File: config.mk
export PLATFORM = sky130hd
export DESIGN_NAME = rmw_cfg_handler
export DESIGN_NICKNAME = d
export VERILOG_FILES = /design/src/rmw_pkg.sv /design/src/rmw_cfg_handler.sv /design/src/rmw_skid2.sv
export SDC_FILE = /design/constraint.sdc
export NUM_CORES = 1
export LEC_CHECK = 0
export BUFFER_PORTS_ARGS = -buffer_cell sky130_fd_sc_hd__buf_2
export CAP_MARGIN = 20
export CORE_MARGIN = 4
export CORE_UTILIZATION = 38
export CTS_CLUSTER_DIAMETER = 200
export DETAILED_ROUTE_END_ITERATION = 12
export GPL_TIMING_DRIVEN = 0
export PLACE_DENSITY = 0.6
export SKIP_LAST_GASP = 1
export SYNTH_ARGS = -nofsm -noshare
export SYNTH_HDL_FRONTEND = slang
export SYNTH_SLANG_ARGS = --single-unit
File: constraint.sdc
create_clock -name CORE_CLK_I -period 5 [get_ports CORE_CLK_I]
set_input_delay 0.75 -clock CORE_CLK_I [delete_from_list [all_inputs] [get_ports CORE_CLK_I]]
set_output_delay 0.75 -clock CORE_CLK_I [all_outputs]
set_load 0.03 [all_outputs]
File: src/rmw_pkg.sv
/*
 * Shared constants, carrier type and CRC function for the configuration-port
 * read-modify-write command handler and its reply buffer.
 * Assumes a byte-wide symbol stream in which an end-of-packet marker travels
 * as its own symbol with the eop flag set.
 */
package rmw_pkg;

	// Header field values expected in a command and sent in a reply
	localparam logic [7:0]  CFG_PORT_ADDR   = 8'h00;
	localparam logic [7:0]  TARGET_LA       = 8'hFE;
	localparam logic [7:0]  PROTO_ID        = 8'h01;
	localparam logic [7:0]  EXT_ADDR        = 8'h00;
	localparam logic [7:0]  RESERVED_BYTE   = 8'h00;
	localparam logic [5:0]  CMD_TYPE_RMW    = 6'h17;
	localparam logic [5:0]  REPLY_TYPE_RMW  = 6'h07;
	localparam logic [23:0] CMD_LEN_RMW     = 24'h000008;
	localparam logic [23:0] REPLY_LEN_RMW   = 24'h000004;
	localparam logic [31:0] ADDR_MAX        = 32'h00000109;

	// Positions within the packet
	localparam logic [4:0]  HDR_FIXED_BYTES = 5'h04;
	localparam logic [4:0]  REL_SRC_LA      = 5'h00;
	localparam logic [4:0]  REL_TID_MS      = 5'h01;
	localparam logic [4:0]  REL_TID_LS      = 5'h02;
	localparam logic [4:0]  REL_EXT_ADDR    = 5'h03;
	localparam logic [4:0]  REL_ADDR_FIRST  = 5'h04;
	localparam logic [4:0]  REL_ADDR_LAST   = 5'h07;
	localparam logic [4:0]  REL_LEN_FIRST   = 5'h08;
	localparam logic [4:0]  REL_LEN_LAST    = 5'h0A;
	localparam logic [4:0]  REL_HDR_CRC     = 5'h0B;
	localparam logic [3:0]  DATA_MASK_BYTES = 4'h8;
	localparam logic [4:0]  REP_DATA_FIRST  = 5'h0C;
	localparam logic [4:0]  REP_DATA_LAST   = 5'h0F;
	localparam logic [4:0]  REP_DATA_CRC    = 5'h10;
	localparam logic [4:0]  REP_EOP         = 5'h11;

	// Reply status codes
	localparam logic [7:0]  ST_OK           = 8'h00;
	localparam logic [7:0]  ST_HDR_CRC      = 8'h01;
	localparam logic [7:0]  ST_BAD_TYPE     = 8'h02;
	localparam logic [7:0]  ST_BAD_KEY      = 8'h03;
	localparam logic [7:0]  ST_DATA_CRC     = 8'h04;
	localparam logic [7:0]  ST_EARLY_EOP    = 8'h05;
	localparam logic [7:0]  ST_TOO_MUCH     = 8'h06;
	localparam logic [7:0]  ST_NOT_AUTH     = 8'h0A;
	localparam logic [7:0]  ST_BAD_LEN      = 8'h0B;
	localparam logic [7:0]  ST_BAD_LA       = 8'h0C;

	// Reflected CRC-8 polynomial and start value
	localparam logic [7:0]  CRC_POLY_REFL   = 8'hE0;
	localparam logic [7:0]  CRC_INIT        = 8'h00;

	// One stream symbol: a data byte or an end-of-packet marker
	typedef struct packed {
		logic       eop;
		logic [7:0] data;
	} rmw_sym_s;

	// Fold one byte into the running CRC, least significant bit first
	function automatic logic [7:0] crc8(input logic [7:0] crc, input logic [7:0] d);
		logic [7:0] c;
		c = crc ^ d;
		for (int i = 0; i < 8; i++) begin
			c = c[0] ? ((c >> 1) ^ CRC_POLY_REFL) : (c >> 1);
		end
		return c;
	endfunction

endpackage

File: src/rmw_cfg_handler.sv
/*
 * Configuration-port read-modify-write command handler: parses a command
 * packet, checks it, merges data under mask into one register and sends a
 * reply holding the register's previous value.
 * Assumes a register file that returns read data one cycle after the read
 * strobe and holds off other writers while the lock output is high.
 */
// Overview of operation
// - Only aligned single 32-bit word modify allowed.
// - Packet starts with port address byte zero.
// - Accept only target logical address FEh.
// - Protocol identifier must be 01h.
// - Destination key must match key register.
// - Path length field selects 0,4,8,16 bytes.
// - Received path bytes lead the reply.
// - Two-byte transaction identifier, high byte first.
// - Extended address byte must be zero.
// - Length field equals 8: data then mask.
// - Header CRC must pass before execution.
// - Data CRC checked over data and mask.
// - Masked bits take data, others kept.
// - Reply leaves through the arrival port.
// - Reply header fields in fixed order.
// - Reply transaction identifier copies the command's.
// - Reply data is the pre-update register value.
// - Status byte gives success or error code.
`timescale 1ns/1ps
module rmw_cfg_handler #(
	parameter int PORT_W = 5
) (
	// Clock and reset
	input  wire logic              CORE_CLK_I,
	input  wire logic              RESETN_I,
	// Command stream in
	input  wire rmw_pkg::rmw_sym_s RX_SYM_I,
	input  wire logic              RX_VALID_I,
	input  wire logic [PORT_W-1:0] RX_PORT_I,
	output logic                   RX_READY_O,
	// Destination key register contents
	input  wire logic [7:0]        DEST_KEY_I,
	// Register file access
	output logic [9:0]             REG_ADDR_O,
	output logic                   REG_RD_O,
	input  wire logic [31:0]       REG_RDATA_I,
	output logic                   REG_WR_O,
	output logic [31:0]            REG_WDATA_O,
	output logic                   REG_LOCK_O,
	// Reply stream out
	output rmw_pkg::rmw_sym_s      TX_SYM_O,
	output logic                   TX_VALID_O,
	input  wire logic              TX_READY_I,
	output logic [PORT_W-1:0]      TX_PORT_O
);

	typedef enum logic [3:0] {
		S_PORT, S_HDR, S_DATA, S_EOP, S_DROP, S_SINK, S_READ, S_CAPT, S_WRITE, S_REPLY
	} rmw_state_e;

	rmw_state_e        state_ff;
	rmw_state_e        nxt_state;
	logic              rx_ready_ff;
	logic [4:0]        hdr_idx_ff;
	logic [3:0]        dat_idx_ff;
	logic [5:0]        rep_idx_ff;
	logic [7:0]        rx_crc_ff;
	logic [7:0]        tx_crc_ff;
	logic [7:0]        err_ff;
	logic [1:0]        spal_ff;
	logic [4:0]        spa_n_ff;
	logic [7:0]        spa_mem [16];
	logic [7:0]        src_la_ff;
	logic [15:0]       tid_ff;
	logic [31:0]       addr_ff;
	logic [23:0]       len_ff;
	logic [63:0]       dm_ff;
	logic [31:0]       old_ff;
	logic [PORT_W-1:0] port_ff;

	logic              rx_acc;
	logic              rx_eop;
	logic [7:0]        rx_byte;
	logic [4:0]        spa_pos;
	logic              in_spa;
	logic [4:0]        rel;
	logic [7:0]        fault;
	logic [4:0]        rep_rel;
	rmw_pkg::rmw_sym_s rep_sym;
	logic              push_rdy;
	logic              push;

	assign rx_acc  = RX_VALID_I & rx_ready_ff;
	assign rx_eop  = RX_SYM_I.eop;
	assign rx_byte = RX_SYM_I.data;
	assign spa_pos = 5'(hdr_idx_ff - rmw_pkg::HDR_FIXED_BYTES);
	assign in_spa  = (hdr_idx_ff >= rmw_pkg::HDR_FIXED_BYTES) && (spa_pos < spa_n_ff);
	assign rel     = 5'(spa_pos - spa_n_ff);
	assign rep_rel = 5'(rep_idx_ff - {1'b0, spa_n_ff});
	assign push    = (state_ff == S_REPLY);

	// Sequencing of receive, register access and reply
	always_comb begin
		nxt_state = state_ff;
		unique case (state_ff)
			S_PORT: begin
				if (rx_acc && !rx_eop) begin
					nxt_state = (rx_byte == rmw_pkg::CFG_PORT_ADDR) ? S_HDR : S_DROP;
				end
			end
			S_HDR: begin
				if (rx_acc) begin
					// A header cut short gives no reply: the return path is unknown
					if (rx_eop) begin
						nxt_state = S_PORT;
					end else if (!in_spa && hdr_idx_ff >= rmw_pkg::HDR_FIXED_BYTES && rel == rmw_pkg::REL_HDR_CRC) begin
						nxt_state = S_DATA;
					end
				end
			end
			S_DATA: begin
				if (rx_acc) begin
					if (rx_eop) begin
						nxt_state = S_REPLY;
					end else if (dat_idx_ff == rmw_pkg::DATA_MASK_BYTES) begin
						nxt_state = S_EOP;
					end
				end
			end
			S_EOP: begin
				if (rx_acc) begin
					if (!rx_eop) begin
						nxt_state = S_SINK;
					end else begin
						nxt_state = (err_ff == rmw_pkg::ST_OK) ? S_READ : S_REPLY;
					end
				end
			end
			S_SINK: begin
				if (rx_acc && rx_eop) begin
					nxt_state = S_REPLY;
				end
			end
			S_DROP: begin
				if (rx_acc && rx_eop) begin
					nxt_state = S_PORT;
				end
			end
			S_READ:  nxt_state = S_CAPT;
			S_CAPT:  nxt_state = S_WRITE;
			S_WRITE: nxt_state = S_REPLY;
			S_REPLY: begin
				if (push_rdy && rep_rel == rmw_pkg::REP_EOP && rep_idx_ff >= {1'b0, spa_n_ff}) begin
					nxt_state = S_PORT;
				end
			end
		endcase
	end

	// State register
	always_ff @(posedge CORE_CLK_I or negedge RESETN_I) begin
		if (!RESETN_I) begin
			state_ff <= S_PORT;
		end else begin
			state_ff <= nxt_state;
		end
	end

	// Input is taken only while a command is being received; a new packet waits
	// until the reply buffer has drained, so the reply tail keeps its port
	always_ff @(posedge CORE_CLK_I or negedge RESETN_I) begin
		if (!RESETN_I) begin
			rx_ready_ff <= 1'b0;
		end else begin
			rx_ready_ff <= (nxt_state == S_HDR) || (nxt_state == S_DATA) || (nxt_state == S_EOP) ||
				(nxt_state == S_DROP) || (nxt_state == S_SINK) ||
				((nxt_state == S_PORT) && !push && !TX_VALID_O);
		end
	end

	// Fault detected by the current byte; the first fault of a packet is kept
	always_comb begin
		fault = rmw_pkg::ST_OK;
		if (rx_acc && state_ff == S_HDR && !rx_eop) begin
			if (hdr_idx_ff == 5'h00 && rx_byte != rmw_pkg::TARGET_LA) begin
				fault = rmw_pkg::ST_BAD_LA;
			end else if (hdr_idx_ff == 5'h01 && rx_byte != rmw_pkg::PROTO_ID) begin
				fault = rmw_pkg::ST_BAD_TYPE;
			end else if (hdr_idx_ff == 5'h02 && rx_byte[7:2] != rmw_pkg::CMD_TYPE_RMW) begin
				fault = rmw_pkg::ST_BAD_TYPE;
			end else if (hdr_idx_ff == 5'h03 && rx_byte != DEST_KEY_I) begin
				fault = rmw_pkg::ST_BAD_KEY;
			end else if (hdr_idx_ff >= rmw_pkg::HDR_FIXED_BYTES && !in_spa) begin
				if (rel == rmw_pkg::REL_EXT_ADDR && rx_byte != rmw_pkg::EXT_ADDR) begin
					fault = rmw_pkg::ST_NOT_AUTH;
				end else if (rel == rmw_pkg::REL_HDR_CRC) begin
					if (rmw_pkg::crc8(rx_crc_ff, rx_byte) != rmw_pkg::CRC_INIT) begin
						fault = rmw_pkg::ST_HDR_CRC;
					end else if (len_ff != rmw_pkg::CMD_LEN_RMW) begin
						fault = rmw_pkg::ST_BAD_LEN;
					end else if (addr_ff[1:0] != 2'h0 || addr_ff > rmw_pkg::ADDR_MAX) begin
						fault = rmw_pkg::ST_NOT_AUTH;
					end
				end
			end
		end else if (rx_acc && state_ff == S_DATA) begin
			if (rx_eop) begin
				fault = rmw_pkg::ST_EARLY_EOP;
			end else if (dat_idx_ff == rmw_pkg::DATA_MASK_BYTES &&
				rmw_pkg::crc8(rx_crc_ff, rx_byte) != rmw_pkg::CRC_INIT) begin
				fault = rmw_pkg::ST_DATA_CRC;
			end
		end else if (rx_acc && state_ff == S_EOP && !rx_eop) begin
			fault = rmw_pkg::ST_TOO_MUCH;
		end
	end

	// Status of the packet in hand
	always_ff @(posedge CORE_CLK_I or negedge RESETN_I) begin
		if (!RESETN_I) begin
			err_ff <= rmw_pkg::ST_OK;
		end else if (state_ff == S_PORT && rx_acc) begin
			err_ff <= rmw_pkg::ST_OK;
		end else if (err_ff == rmw_pkg::ST_OK && fault != rmw_pkg::ST_OK) begin
			err_ff <= fault;
		end
	end

	// Header and data byte counters
	always_ff @(posedge CORE_CLK_I or negedge RESETN_I) begin
		if (!RESETN_I) begin
			hdr_idx_ff <= 5'h00;
			dat_idx_ff <= 4'h0;
		end else if (state_ff == S_PORT) begin
			hdr_idx_ff <= 5'h00;
			dat_idx_ff <= 4'h0;
		end else if (rx_acc && state_ff == S_HDR) begin
			hdr_idx_ff <= 5'(hdr_idx_ff + 5'h01);
		end else if (rx_acc && state_ff == S_DATA) begin
			dat_idx_ff <= 4'(dat_idx_ff + 4'h1);
		end
	end

	// Running CRC, restarted after the header check byte
	always_ff @(posedge CORE_CLK_I or negedge RESETN_I) begin
		if (!RESETN_I) begin
			rx_crc_ff <= rmw_pkg::CRC_INIT;
		end else if (state_ff == S_PORT) begin
			rx_crc_ff <= rmw_pkg::CRC_INIT;
		end else if (rx_acc && !rx_eop && (state_ff == S_HDR || state_ff == S_DATA)) begin
			if (state_ff == S_HDR && !in_spa && hdr_idx_ff >= rmw_pkg::HDR_FIXED_BYTES &&
				rel == rmw_pkg::REL_HDR_CRC) begin
				rx_crc_ff <= rmw_pkg::CRC_INIT;
			end else begin
				rx_crc_ff <= rmw_pkg::crc8(rx_crc_ff, rx_byte);
			end
		end
	end

	// Arrival port is remembered so the reply can go back the same way
	always_ff @(posedge CORE_CLK_I or negedge RESETN_I) begin
		if (!RESETN_I) begin
			port_ff <= '0;
		end else if (state_ff == S_PORT && rx_acc && !rx_eop) begin
			port_ff <= RX_PORT_I;
		end
	end
	assign TX_PORT_O = port_ff;

	// Path length decode; a field of 3 means sixteen bytes
	always_ff @(posedge CORE_CLK_I or negedge RESETN_I) begin
		if (!RESETN_I) begin
			spal_ff  <= 2'h0;
			spa_n_ff <= 5'h00;
		end else if (state_ff == S_PORT) begin
			spal_ff  <= 2'h0;
			spa_n_ff <= 5'h00;
		end else if (rx_acc && !rx_eop && state_ff == S_HDR && hdr_idx_ff == 5'h02) begin
			spal_ff  <= rx_byte[1:0];
			spa_n_ff <= (rx_byte[1:0] == 2'h3) ? 5'h10 : {1'b0, rx_byte[1:0], 2'h0};
		end
	end

	// Path bytes are kept in arrival order for the reply
	always_ff @(posedge CORE_CLK_I) begin
		if (rx_acc && !rx_eop && state_ff == S_HDR && in_spa) begin
			spa_mem[spa_pos[3:0]] <= rx_byte;
		end
	end

	// Header fields, most significant byte first
	always_ff @(posedge CORE_CLK_I or negedge RESETN_I) begin
		if (!RESETN_I) begin
			src_la_ff <= 8'h00;
			tid_ff    <= 16'h0000;
			addr_ff   <= 32'h00000000;
			len_ff    <= 24'h000000;
		end else if (rx_acc && !rx_eop && state_ff == S_HDR && !in_spa &&
			hdr_idx_ff >= rmw_pkg::HDR_FIXED_BYTES) begin
			if (rel == rmw_pkg::REL_SRC_LA) begin
				src_la_ff <= rx_byte;
			end
			if (rel == rmw_pkg::REL_TID_MS || rel == rmw_pkg::REL_TID_LS) begin
				tid_ff <= {tid_ff[7:0], rx_byte};
			end
			if (rel >= rmw_pkg::REL_ADDR_FIRST && rel <= rmw_pkg::REL_ADDR_LAST) begin
				addr_ff <= {addr_ff[23:0], rx_byte};
			end
			if (rel >= rmw_pkg::REL_LEN_FIRST && rel <= rmw_pkg::REL_LEN_LAST) begin
				len_ff <= {len_ff[15:0], rx_byte};
			end
		end
	end

	// Data word then mask word, shifted in high byte first
	always_ff @(posedge CORE_CLK_I or negedge RESETN_I) begin
		if (!RESETN_I) begin
			dm_ff <= 64'h0000000000000000;
		end else if (rx_acc && !rx_eop && state_ff == S_DATA && dat_idx_ff < rmw_pkg::DATA_MASK_BYTES) begin
			dm_ff <= {dm_ff[55:0], rx_byte};
		end
	end

	// Register access: lock spans the read and the write so no writer slips between
	always_ff @(posedge CORE_CLK_I or negedge RESETN_I) begin
		if (!RESETN_I) begin
			REG_RD_O    <= 1'b0;
			REG_WR_O    <= 1'b0;
			REG_LOCK_O  <= 1'b0;
			REG_ADDR_O  <= 10'h000;
			REG_WDATA_O <= 32'h00000000;
		end else begin
			REG_RD_O <= (nxt_state == S_READ);
			REG_WR_O <= (nxt_state == S_WRITE);
			REG_LOCK_O <= (nxt_state == S_READ) || (nxt_state == S_CAPT) || (nxt_state == S_WRITE);
			if (nxt_state == S_READ) begin
				REG_ADDR_O <= addr_ff[9:0];
			end
			if (state_ff == S_CAPT) begin
				REG_WDATA_O <= (dm_ff[31:0] & dm_ff[63:32]) | (~dm_ff[31:0] & REG_RDATA_I);
			end
		end
	end

	// Previous register value for the reply; zero when nothing was executed
	always_ff @(posedge CORE_CLK_I or negedge RESETN_I) begin
		if (!RESETN_I) begin
			old_ff <= 32'h00000000;
		end else if (state_ff == S_PORT) begin
			old_ff <= 32'h00000000;
		end else if (state_ff == S_CAPT) begin
			old_ff <= REG_RDATA_I;
		end
	end

	// Reply symbol for the current position
	always_comb begin
		rep_sym.eop  = 1'b0;
		rep_sym.data = 8'h00;
		if (rep_idx_ff < {1'b0, spa_n_ff}) begin
			rep_sym.data = spa_mem[rep_idx_ff[3:0]];
		end else begin
			unique case (rep_rel)
				5'h00: rep_sym.data = src_la_ff;
				5'h01: rep_sym.data = rmw_pkg::PROTO_ID;
				5'h02: rep_sym.data = {rmw_pkg::REPLY_TYPE_RMW, spal_ff};
				5'h03: rep_sym.data = err_ff;
				5'h04: rep_sym.data = rmw_pkg::TARGET_LA;
				5'h05: rep_sym.data = tid_ff[15:8];
				5'h06: rep_sym.data = tid_ff[7:0];
				5'h07: rep_sym.data = rmw_pkg::RESERVED_BYTE;
				5'h08: rep_sym.data = rmw_pkg::REPLY_LEN_RMW[23:16];
				5'h09: rep_sym.data = rmw_pkg::REPLY_LEN_RMW[15:8];
				5'h0A: rep_sym.data = rmw_pkg::REPLY_LEN_RMW[7:0];
				5'h0B: rep_sym.data = tx_crc_ff;
				5'h0C: rep_sym.data = old_ff[31:24];
				5'h0D: rep_sym.data = old_ff[23:16];
				5'h0E: rep_sym.data = old_ff[15:8];
				5'h0F: rep_sym.data = old_ff[7:0];
				5'h10: rep_sym.data = tx_crc_ff;
				default: rep_sym.eop = 1'b1;
			endcase
		end
	end

	// Reply position and CRC; the CRC restarts after the header check byte
	always_ff @(posedge CORE_CLK_I or negedge RESETN_I) begin
		if (!RESETN_I) begin
			rep_idx_ff <= 6'h00;
			tx_crc_ff  <= rmw_pkg::CRC_INIT;
		end else if (state_ff != S_REPLY) begin
			rep_idx_ff <= 6'h00;
			tx_crc_ff  <= rmw_pkg::CRC_INIT;
		end else if (push_rdy) begin
			rep_idx_ff <= 6'(rep_idx_ff + 6'h01);
			if (rep_idx_ff >= {1'b0, spa_n_ff}) begin
				if (rep_rel == rmw_pkg::REL_HDR_CRC) begin
					tx_crc_ff <= rmw_pkg::CRC_INIT;
				end else if (rep_rel < rmw_pkg::REL_HDR_CRC ||
					(rep_rel >= rmw_pkg::REP_DATA_FIRST && rep_rel <= rmw_pkg::REP_DATA_LAST)) begin
					tx_crc_ff <= rmw_pkg::crc8(tx_crc_ff, rep_sym.data);
				end
			end
		end
	end

	// Reply buffer: a stalled receiver back-pressures the reply sequencer
	rmw_skid2 #(
		.WIDTH ($bits(rmw_pkg::rmw_sym_s))
	) u_reply_buf (
		.clk_i       (CORE_CLK_I),
		.rst_n_i     (RESETN_I),
		.in_data_i   (rep_sym),
		.in_valid_i  (push),
		.in_ready_o  (push_rdy),
		.out_data_o  (TX_SYM_O),
		.out_valid_o (TX_VALID_O),
		.out_ready_i (TX_READY_I)
	);

	// Ready toward the command source
	assign RX_READY_O = rx_ready_ff;

endmodule // rmw_cfg_handler

File: src/rmw_skid2.sv
/*
 * Two-entry buffer with valid and ready on both sides.
 * Assumes the drain side may stall at any time; outputs come from flip-flops.
 */
`timescale 1ns/1ps
module rmw_skid2 #(
	parameter int WIDTH = 9
) (
	// Clock and reset
	input  wire logic             clk_i,
	input  wire logic             rst_n_i,
	// Fill side
	input  wire logic [WIDTH-1:0] in_data_i,
	input  wire logic             in_valid_i,
	output logic                  in_ready_o,
	// Drain side
	output logic [WIDTH-1:0]      out_data_o,
	output logic                  out_valid_o,
	input  wire logic             out_ready_i
);

	logic [WIDTH-1:0] skid_data_ff;
	logic             skid_valid_ff;
	logic             push;

	// Ready drops only while the second entry is occupied
	assign in_ready_o = ~skid_valid_ff;
	assign push       = in_valid_i & ~skid_valid_ff;

	// Head entry: refilled from the skid entry first so order is kept
	always_ff @(posedge clk_i or negedge rst_n_i) begin
		if (!rst_n_i) begin
			out_valid_o <= 1'b0;
			out_data_o  <= '0;
		end else if (!out_valid_o || out_ready_i) begin
			if (skid_valid_ff) begin
				out_valid_o <= 1'b1;
				out_data_o  <= skid_data_ff;
			end else begin
				out_valid_o <= push;
				if (push) begin
					out_data_o <= in_data_i;
				end
			end
		end
	end

	// Second entry catches a word pushed while the head is stalled
	always_ff @(posedge clk_i or negedge rst_n_i) begin
		if (!rst_n_i) begin
			skid_valid_ff <= 1'b0;
			skid_data_ff  <= '0;
		end else if (!out_valid_o || out_ready_i) begin
			skid_valid_ff <= 1'b0;
		end else if (push) begin
			skid_valid_ff <= 1'b1;
			skid_data_ff  <= in_data_i;
		end
	end

endmodule // rmw_skid2
==> impl_metrics.env, run 1 <==
export IMPL_end_kind="register"
export IMPL_drc=0
export IMPL_detail_route_iter0_violations=999
export IMPL_grt_max_degree=127
export IMPL_power_density_nw_per_um2=394
export IMPL_rsz0062_at_grt="false"
export IMPL_dieArea_um2=53300
export IMPL_tightest_slew_ns=1.06
export IMPL_peakVddDrop_mv=0.252
export IMPL_die_w_um=231
export IMPL_async_flop_share=0.695
export IMPL_layoutNonFillerInstCount=2348
export IMPL_placed_cell_area_um2=20400
export IMPL_swShare=0.278
export IMPL_grt_pass1_wl_um=79300
export IMPL_clk_latency_ns=0.58
export IMPL_min_period_over_period=0.923
export IMPL_ys_ff_latch=419
export IMPL_worstPathCellList="clkbuf_1, inv_1, ha_1, clkbuf_1, clkbuf_1, a221oi_1, o21ai_0, a22oi_1, nand3_1, a21oi_2, xnor3_1, xor2_1, or3_1, o21ai_1"
export IMPL_postCtsSetupBuffers=0
export IMPL_vias_per_cell=5.39
export IMPL_num_rows=81
export IMPL_fillers=4547
export IMPL_holdBufCountCts=0
export IMPL_ys_types=72
export IMPL_fp_dieH_um=231
export IMPL_layout_drive_gt1_share=0.247
export IMPL_cp_max_fo=10
export IMPL_first_pass_iters=5
export IMPL_cts_path_max_buffers=3
export IMPL_hold_class="input pin to asynchronous set/reset pin"
export IMPL_start_util=0.385
export IMPL_wl_per_cell_um=21.8
export IMPL_ios=119
export IMPL_pwr_share_comb=0.165
export IMPL_grt_pass1_vias=12900
export IMPL_hold_viol=0
export IMPL_place_ws_ns=0.384
export IMPL_pwr_share_clk=0.398
export IMPL_synth_area_um2=18900
export IMPL_grt_use_total=0.193
export IMPL_seq_area_um2=11100
export IMPL_clk_root_buffer_cell="clkbuf_16"
export IMPL_cts_sinks=419
export IMPL_syn_to_final_growth_pct=16.0
export IMPL_cts_tree="yes"
export IMPL_vias=12700
export IMPL_fin_area_um2=21900
export IMPL_nets=1734
export IMPL_dp_hpwl_um=36000
export IMPL_grt_overflow=0
export IMPL_setup_tns_ns=0
export IMPL_critPathMaxStageDelay_ns=0.63
export IMPL_dp_cells=2269
export IMPL_slew_headroom=0.296
export IMPL_place_congestion=0.921
export IMPL_setup_viol_count_final=0
export IMPL_synth_edff_count=128
export IMPL_required_ns=5.49
export IMPL_maxCapViolations=0
export IMPL_syn_num_nets=1567
export IMPL_clkTransAtPathRegs_ns=0.06
export IMPL_cts_made_buffers=45
export IMPL_fmaxAchievable_mhz=217
export IMPL_fin_worst_skew_ns=0.0251
export IMPL_power_leakage_nw=9.29
export IMPL_finalWorstSetupSlack_ns=0.383
export IMPL_startpoint_type="register"
export IMPL_power_frac_seq=0.437
export IMPL_fin_crit_ns=4.62
export IMPL_crit_slowest_cell="clkbuf_1"
export IMPL_ant_nets=0
export IMPL_syn_inst=1485
export IMPL_totalWireLength_um=51200
export IMPL_avgSynthCellArea_um2=12.7
export IMPL_status="complete, no violations"
export IMPL_antenna_cells=0
export IMPL_critPathTopFamily="buffers and inverters"
export IMPL_io_buffers=117
export IMPL_ys_warn_count=0
export IMPL_path_buf_inv=4
export IMPL_h_tree_depth=2
export IMPL_crit_top_cell="clkbuf_1"
export IMPL_maxSlewViolCount=0
export IMPL_synth_main_ff_cell="dfrtp_1"
export IMPL_intPower_mw=6.23
export IMPL_cp_arrival_ns=5.11
export IMPL_design_core_area_um2=49100
export IMPL_crit_type="register to register"
export IMPL_p_sw_mw=2.40
export IMPL_yosysSeqAreaShare=0.590
export IMPL_antenna_found_initial=3
export IMPL_multi_input_area_um2=7300
state kept, by name, summed over array words and instances, names as in the netlist, 5 cells and up:
signal / cells
addr_ff: 32
tid_ff: 16
REG_WDATA_O: 32
rep_idx_ff: 6
spa_mem: 128
u_reply_buf.out_data_o: 9
src_la_ff: 8
REG_ADDR_O: 10
tx_crc_ff: 8
u_reply_buf.skid_data_ff: 9
TX_PORT_O: 5
hdr_idx_ff: 5
old_ff: 32
dm_ff: 64
rx_crc_ff: 8
len_ff: 24
metrics by stage:
stage / hold WS [ns] / util / power, mW
floorplan: 0.454 / - / 4.77
global placement: 0.465 / 0.414 / 5.22
detailed placement: 0.469 / 0.415 / 5.26
CTS: 0.189 / 0.446 / 8.70
global route: 0.224 / 0.446 / 9.00
finish: 0.169 / 0.446 / 8.63
final timing paths:
kind / from / to / slack (ns) / cells past startpoint
worst max-delay path: rep_idx_ff[1]$_DFFE_PN0P_ / tx_crc_ff[6]$_DFFE_PN0P_ / 0.38 / 14
worst min-delay path: RESETN_I / addr_ff[28]$_DFFE_PN0P_ / 0.17 / 1
worst max register to register: rep_idx_ff[1]$_DFFE_PN0P_ / tx_crc_ff[6]$_DFFE_PN0P_ / 0.38 / 14
worst min register to register: REG_WDATA_O[16]$_DFFE_PN0P_ / REG_WDATA_O[16]$_DFFE_PN0P_ / 0.48 / 2
max in group asynchronous: RESETN_I / dm_ff[62]$_DFFE_PN0P_ / 3.76 / 2
min in group CORE_CLK_I: RX_PORT_I[3] / TX_PORT_O[3]$_DFFE_PN0P_ / 0.42 / 2
Yosys cell counts, types with 24 or more instances:
cell	number	area [µm²]
dfrtp_1	291	7280
mux2_2	165	1860
nand2_1	162	608
edfxtp_1	128	3840
o21ai_0	81	405
a21oi_1	79	395
nor2_1	68	255
clkbuf_1	62	233
mux2i_1	53	531
xnor2_1	35	307
mux4_2	31	698
nand3_1	31	155
inv_1	30	113
xor2_1	24	210
repair_timing:
item / 4_1_cts / 5_1_grt
resized for setup: 0 / 0
endpoints found under the hold margin: 0 / 0
endpoints found under the setup margin: 0 / 1
layer usage:
layer | global-route usage | up-vias | share of wire
met3 | 0.0380 | 86 | 0.059
li1 | - | 5728 | -
met5 | 0 | - | 0.00078
met4 | 0.0571 | 6 | 0.026
met2 | 0.307 | 365 | 0.47
met1 | 0.269 | 6477 | 0.44
cell usage in the layout (no fill, tap or decap), types with 35 or more instances in the layout:
master / instances
a21oi_1: 79
buf_2: 125
clkbuf_1: 67
clkbuf_16: 46
dfrtp_1: 291
edfxtp_1: 128
mux2_2: 165
mux2i_1: 53
nand2_1: 162
nor2_1: 68
o21ai_0: 81
xnor2_1: 35
power groups by stage:
stage / registers (mW) / logic (mW) / clock network (mW)
4_1_cts: 3.77 / 1.43 / 3.50
6_report: 3.77 / 1.43 / 3.43
5_1_grt: 3.79 / 1.57 / 3.64
2_1_floorplan: 3.89 / 0.884 / 0
3_3_place_gp: 3.83 / 1.39 / 0
3_5_place_dp: 3.83 / 1.42 / 0
area by class of cell:
| cell class | count | share of cell area |
|---|---|---|
| flip-flops and latches | 419 | 0.508 |
| multi-input cells | 953 | 0.334 |
| clock buffers | 60 | 0.0591 |
| well taps | 664 | 0.0379 |
| repair buffers | 121 | 0.0303 |
| plain buffers | 81 | 0.0150 |
| clock inverters | 19 | 0.0106 |
| inverters | 31 | 0.00531 |
cell families after synthesis:
kind of cell               count (synthesis)  synth area share
DFF                                      419             0.590
and+or+nand+nor                          373            0.0929
muxes                                    250             0.164
AOI/OAI and AO/OA                        241            0.0789
buffers and inverters                    113            0.0239
xor gates and xnor gates                  65            0.0338
adders and majority gates                 24            0.0167
(Power assumes the default switching activity.)
==> run 2, diff against run 1 <==
--- a/config.mk
+++ b/config.mk
@@ -13,6 +13,7 @@
 export DETAILED_ROUTE_END_ITERATION = 12
 export GPL_TIMING_DRIVEN = 0
 export PLACE_DENSITY = 0.6
+export REMOVE_ABC_BUFFERS = 1
 export SKIP_LAST_GASP = 1
 export SYNTH_ARGS = -nofsm -noshare
 export SYNTH_HDL_FRONTEND = slang
==> constraint.sdc (replaced) <==
create_clock -name CORE_CLK_I -period 4.27 [get_ports CORE_CLK_I]
set_input_delay 0.6405 -clock CORE_CLK_I [delete_from_list [all_inputs] [get_ports CORE_CLK_I]]
set_output_delay 0.6405 -clock CORE_CLK_I [all_outputs]
set_load 0.03 [all_outputs]
==> run 2 against run 1 <==
Against the previous run:
- critical path depth grew 1
- clock skew grew 0.0022 ns
- die area unchanged
- highest routed layer unchanged
- sequential share of layout area down 0.26 points
- maximum frequency rose by 15%
- non-clock buffer count shrank 55
- final area rose by 0.58%
- first-iteration DRC count is 24% lower
==> impl_metrics.env, run 2 (synthesized netlist as in run 1, its figures left out) <==
export IMPL_peakVddDrop_mv=0.263
export IMPL_setup_viol_count_final=0
export IMPL_critical_path_depth=15
export IMPL_grt_overflow=0
export IMPL_die_w_um=231
export IMPL_antenna_found_initial=3
export IMPL_dp_hpwl_um=29600
export IMPL_cp_max_fo=10
export IMPL_grt_use_total=0.169
export IMPL_maxCapViolations=0
export IMPL_syn_to_final_growth_pct=16.7
export IMPL_crit_slowest_cell="fa_2"
export IMPL_tightest_slew_ns=1.17
export IMPL_layout_common_cells="287 x dfrtp_1, 165 x mux2_2, 162 x nand2_1"
export IMPL_worstPathCellList="clkinv_2, ha_2, inv_1, fa_2, buf_4, nor4_1, o21ai_0, a211oi_2, nor2_8, a22oi_4, xnor2_2, xnor3_1, xor2_1, or3_1, o21ai_1"
export IMPL_power_density_nw_per_um2=458
export IMPL_hold_ws_ns=0.0557
export IMPL_rrSetupSlack_ns=0.25
export IMPL_cp_arrival_ns=4.52
export IMPL_reg2regPathDepth=15
export IMPL_grt_max_degree=112
export IMPL_slew_headroom=0.210
export IMPL_clkTransAtPathRegs_ns=0.06
export IMPL_cts_made_buffers=46
export IMPL_fmaxAchievable_mhz=249
export IMPL_ant_nets=0
export IMPL_design_core_area_um2=49100
export IMPL_status="complete, no violations"
export IMPL_rsz0062_at_grt="false"
export IMPL_grt_pass1_vias=12600
export IMPL_drc=0
export IMPL_maxSlewViolCount=0
export IMPL_hold_class="input pin to asynchronous set/reset pin"
export IMPL_path_buf_inv=3
export IMPL_wl_per_cell_um=19.3
export IMPL_clk_root_buffer_cell="clkbuf_16"
export IMPL_dieArea_um2=53300
export IMPL_cts_sinks=419
export IMPL_vias=12100
export IMPL_layout_drive_gt1_share=0.275
export IMPL_power_leakage_nw=9.35
export IMPL_required_ns=4.78
export IMPL_utilization=0.449
export IMPL_io_buffers=118
export IMPL_first_pass_iters=5
export IMPL_layoutNonFillerInstCount=2301
export IMPL_cts_path_max_buffers=3
export IMPL_grt_pass1_wl_um=72000
export IMPL_end_kind="register"
export IMPL_clk_latency_ns=0.58
export IMPL_num_rows=81
export IMPL_start_util=0.385
export IMPL_hold_viol=0
export IMPL_startpoint_type="register"
export IMPL_rr_startpoint="rep_idx_ff[2]$_DFFE_PN0P_"
export IMPL_nets=1680
export IMPL_fin_worst_skew_ns=0.0273
export IMPL_h_tree_depth=2
export IMPL_largest_register_ffs=128
export IMPL_fin_crit_ns=4.02
export IMPL_fp_dieH_um=231
export IMPL_ios=119
export IMPL_place_congestion=0.822
export IMPL_totalWireLength_um=44400
export IMPL_critPathTopFamily="compound AO/OA/AOI/OAI gates"
export IMPL_r2r_end="tx_crc_ff[6]$_DFFE_PN0P_"
export IMPL_final_common_cell="dfrtp_1"
export IMPL_crit_type="register to register"
export IMPL_critPathMaxStageDelay_ns=0.54
export IMPL_min_period_over_period=0.941
export IMPL_cts_tree="yes"
export IMPL_vias_per_cell=5.24
export IMPL_dp_cells=2204
export IMPL_detail_route_iter0_violations=764
run 2: cell types whose count changed in the layout (fill, tap and decap cells not counted), sizes merged:
cell | previous run | this run
buf | 140 | 146
inv | 30 | 31
clkinvlp | 2 | 1
bufinv | 5 | 2
clkinv | 13 | 10
clkbuf | 122 | 72
diode | 0 | 3
run 2: layout make-up:
cell class              instances  area [µm²]
clock inverters                13         118
clock buffers                  71        1460
inverters                      31         118
well taps                     664         831
repair buffers                147         978
flip-flops and latches        419       11100
multi-input cells             953        7380
fillers                      4553       27000
diodes                          3        7.51
run 2: timing repair:
item,CTS,global route
setup endpoints to repair,32,16
gates resized for setup,9,6
setup buffers,6,2
endpoints found under the hold margin,0,0
hold buffers,0,0
pin swaps,1,1
run 2: per-stage QoR:
stage	instance area, µm²	setup TNS [ns]	power [mW]	setup slack [ns]
global route	22000	0	10.6	0.0337
CTS	21900	0	10.2	0.0423
detailed placement	20300	-14.03	6.11	-0.860
floorplan	18500	-1.52	5.54	-0.140
finish	22000	0	10.1	0.254
global placement	20000	-1011.80	6.04	-3.00
run 2: how the worst max path moves through the flow:
stage | start | to
6_report | rep_idx_ff[2]$_DFFE_PN0P_ | tx_crc_ff[6]$_DFFE_PN0P_
5_1_grt | rep_idx_ff[2]$_DFFE_PN0P_ | tx_crc_ff[3]$_DFFE_PN0P_
4_1_cts | rep_idx_ff[2]$_DFFE_PN0P_ | tx_crc_ff[6]$_DFFE_PN0P_
3_5_place_dp | rep_idx_ff[2]$_DFFE_PN0P_ | tx_crc_ff[1]$_DFFE_PN0P_
3_3_place_gp | RESETN_I | TX_PORT_O[1]$_DFFE_PN0P_
2_1_floorplan | rep_idx_ff[2]$_DFFE_PN0P_ | REG_ADDR_O[0]$_DFFE_PN0P_
run 2: layer usage:
layer / global-route usage / part of all wire / vias to the layer above
li1: - / - / 5648
met1: 0.243 / 0.47 / 6132
met2: 0.271 / 0.48 / 216
met3: 0.0255 / 0.039 / 52
met4: 0.0455 / 0.018 / 2
met5: 0 / 0.00029 / -
run 2: power breakdown:
group	switching, mW	internal (mW)	leakage, nW
registers	0.179	4.29	5.01
clock network	1.57	2.47	0.780
logic	0.986	0.594	3.57
total	2.73	7.35	9.35
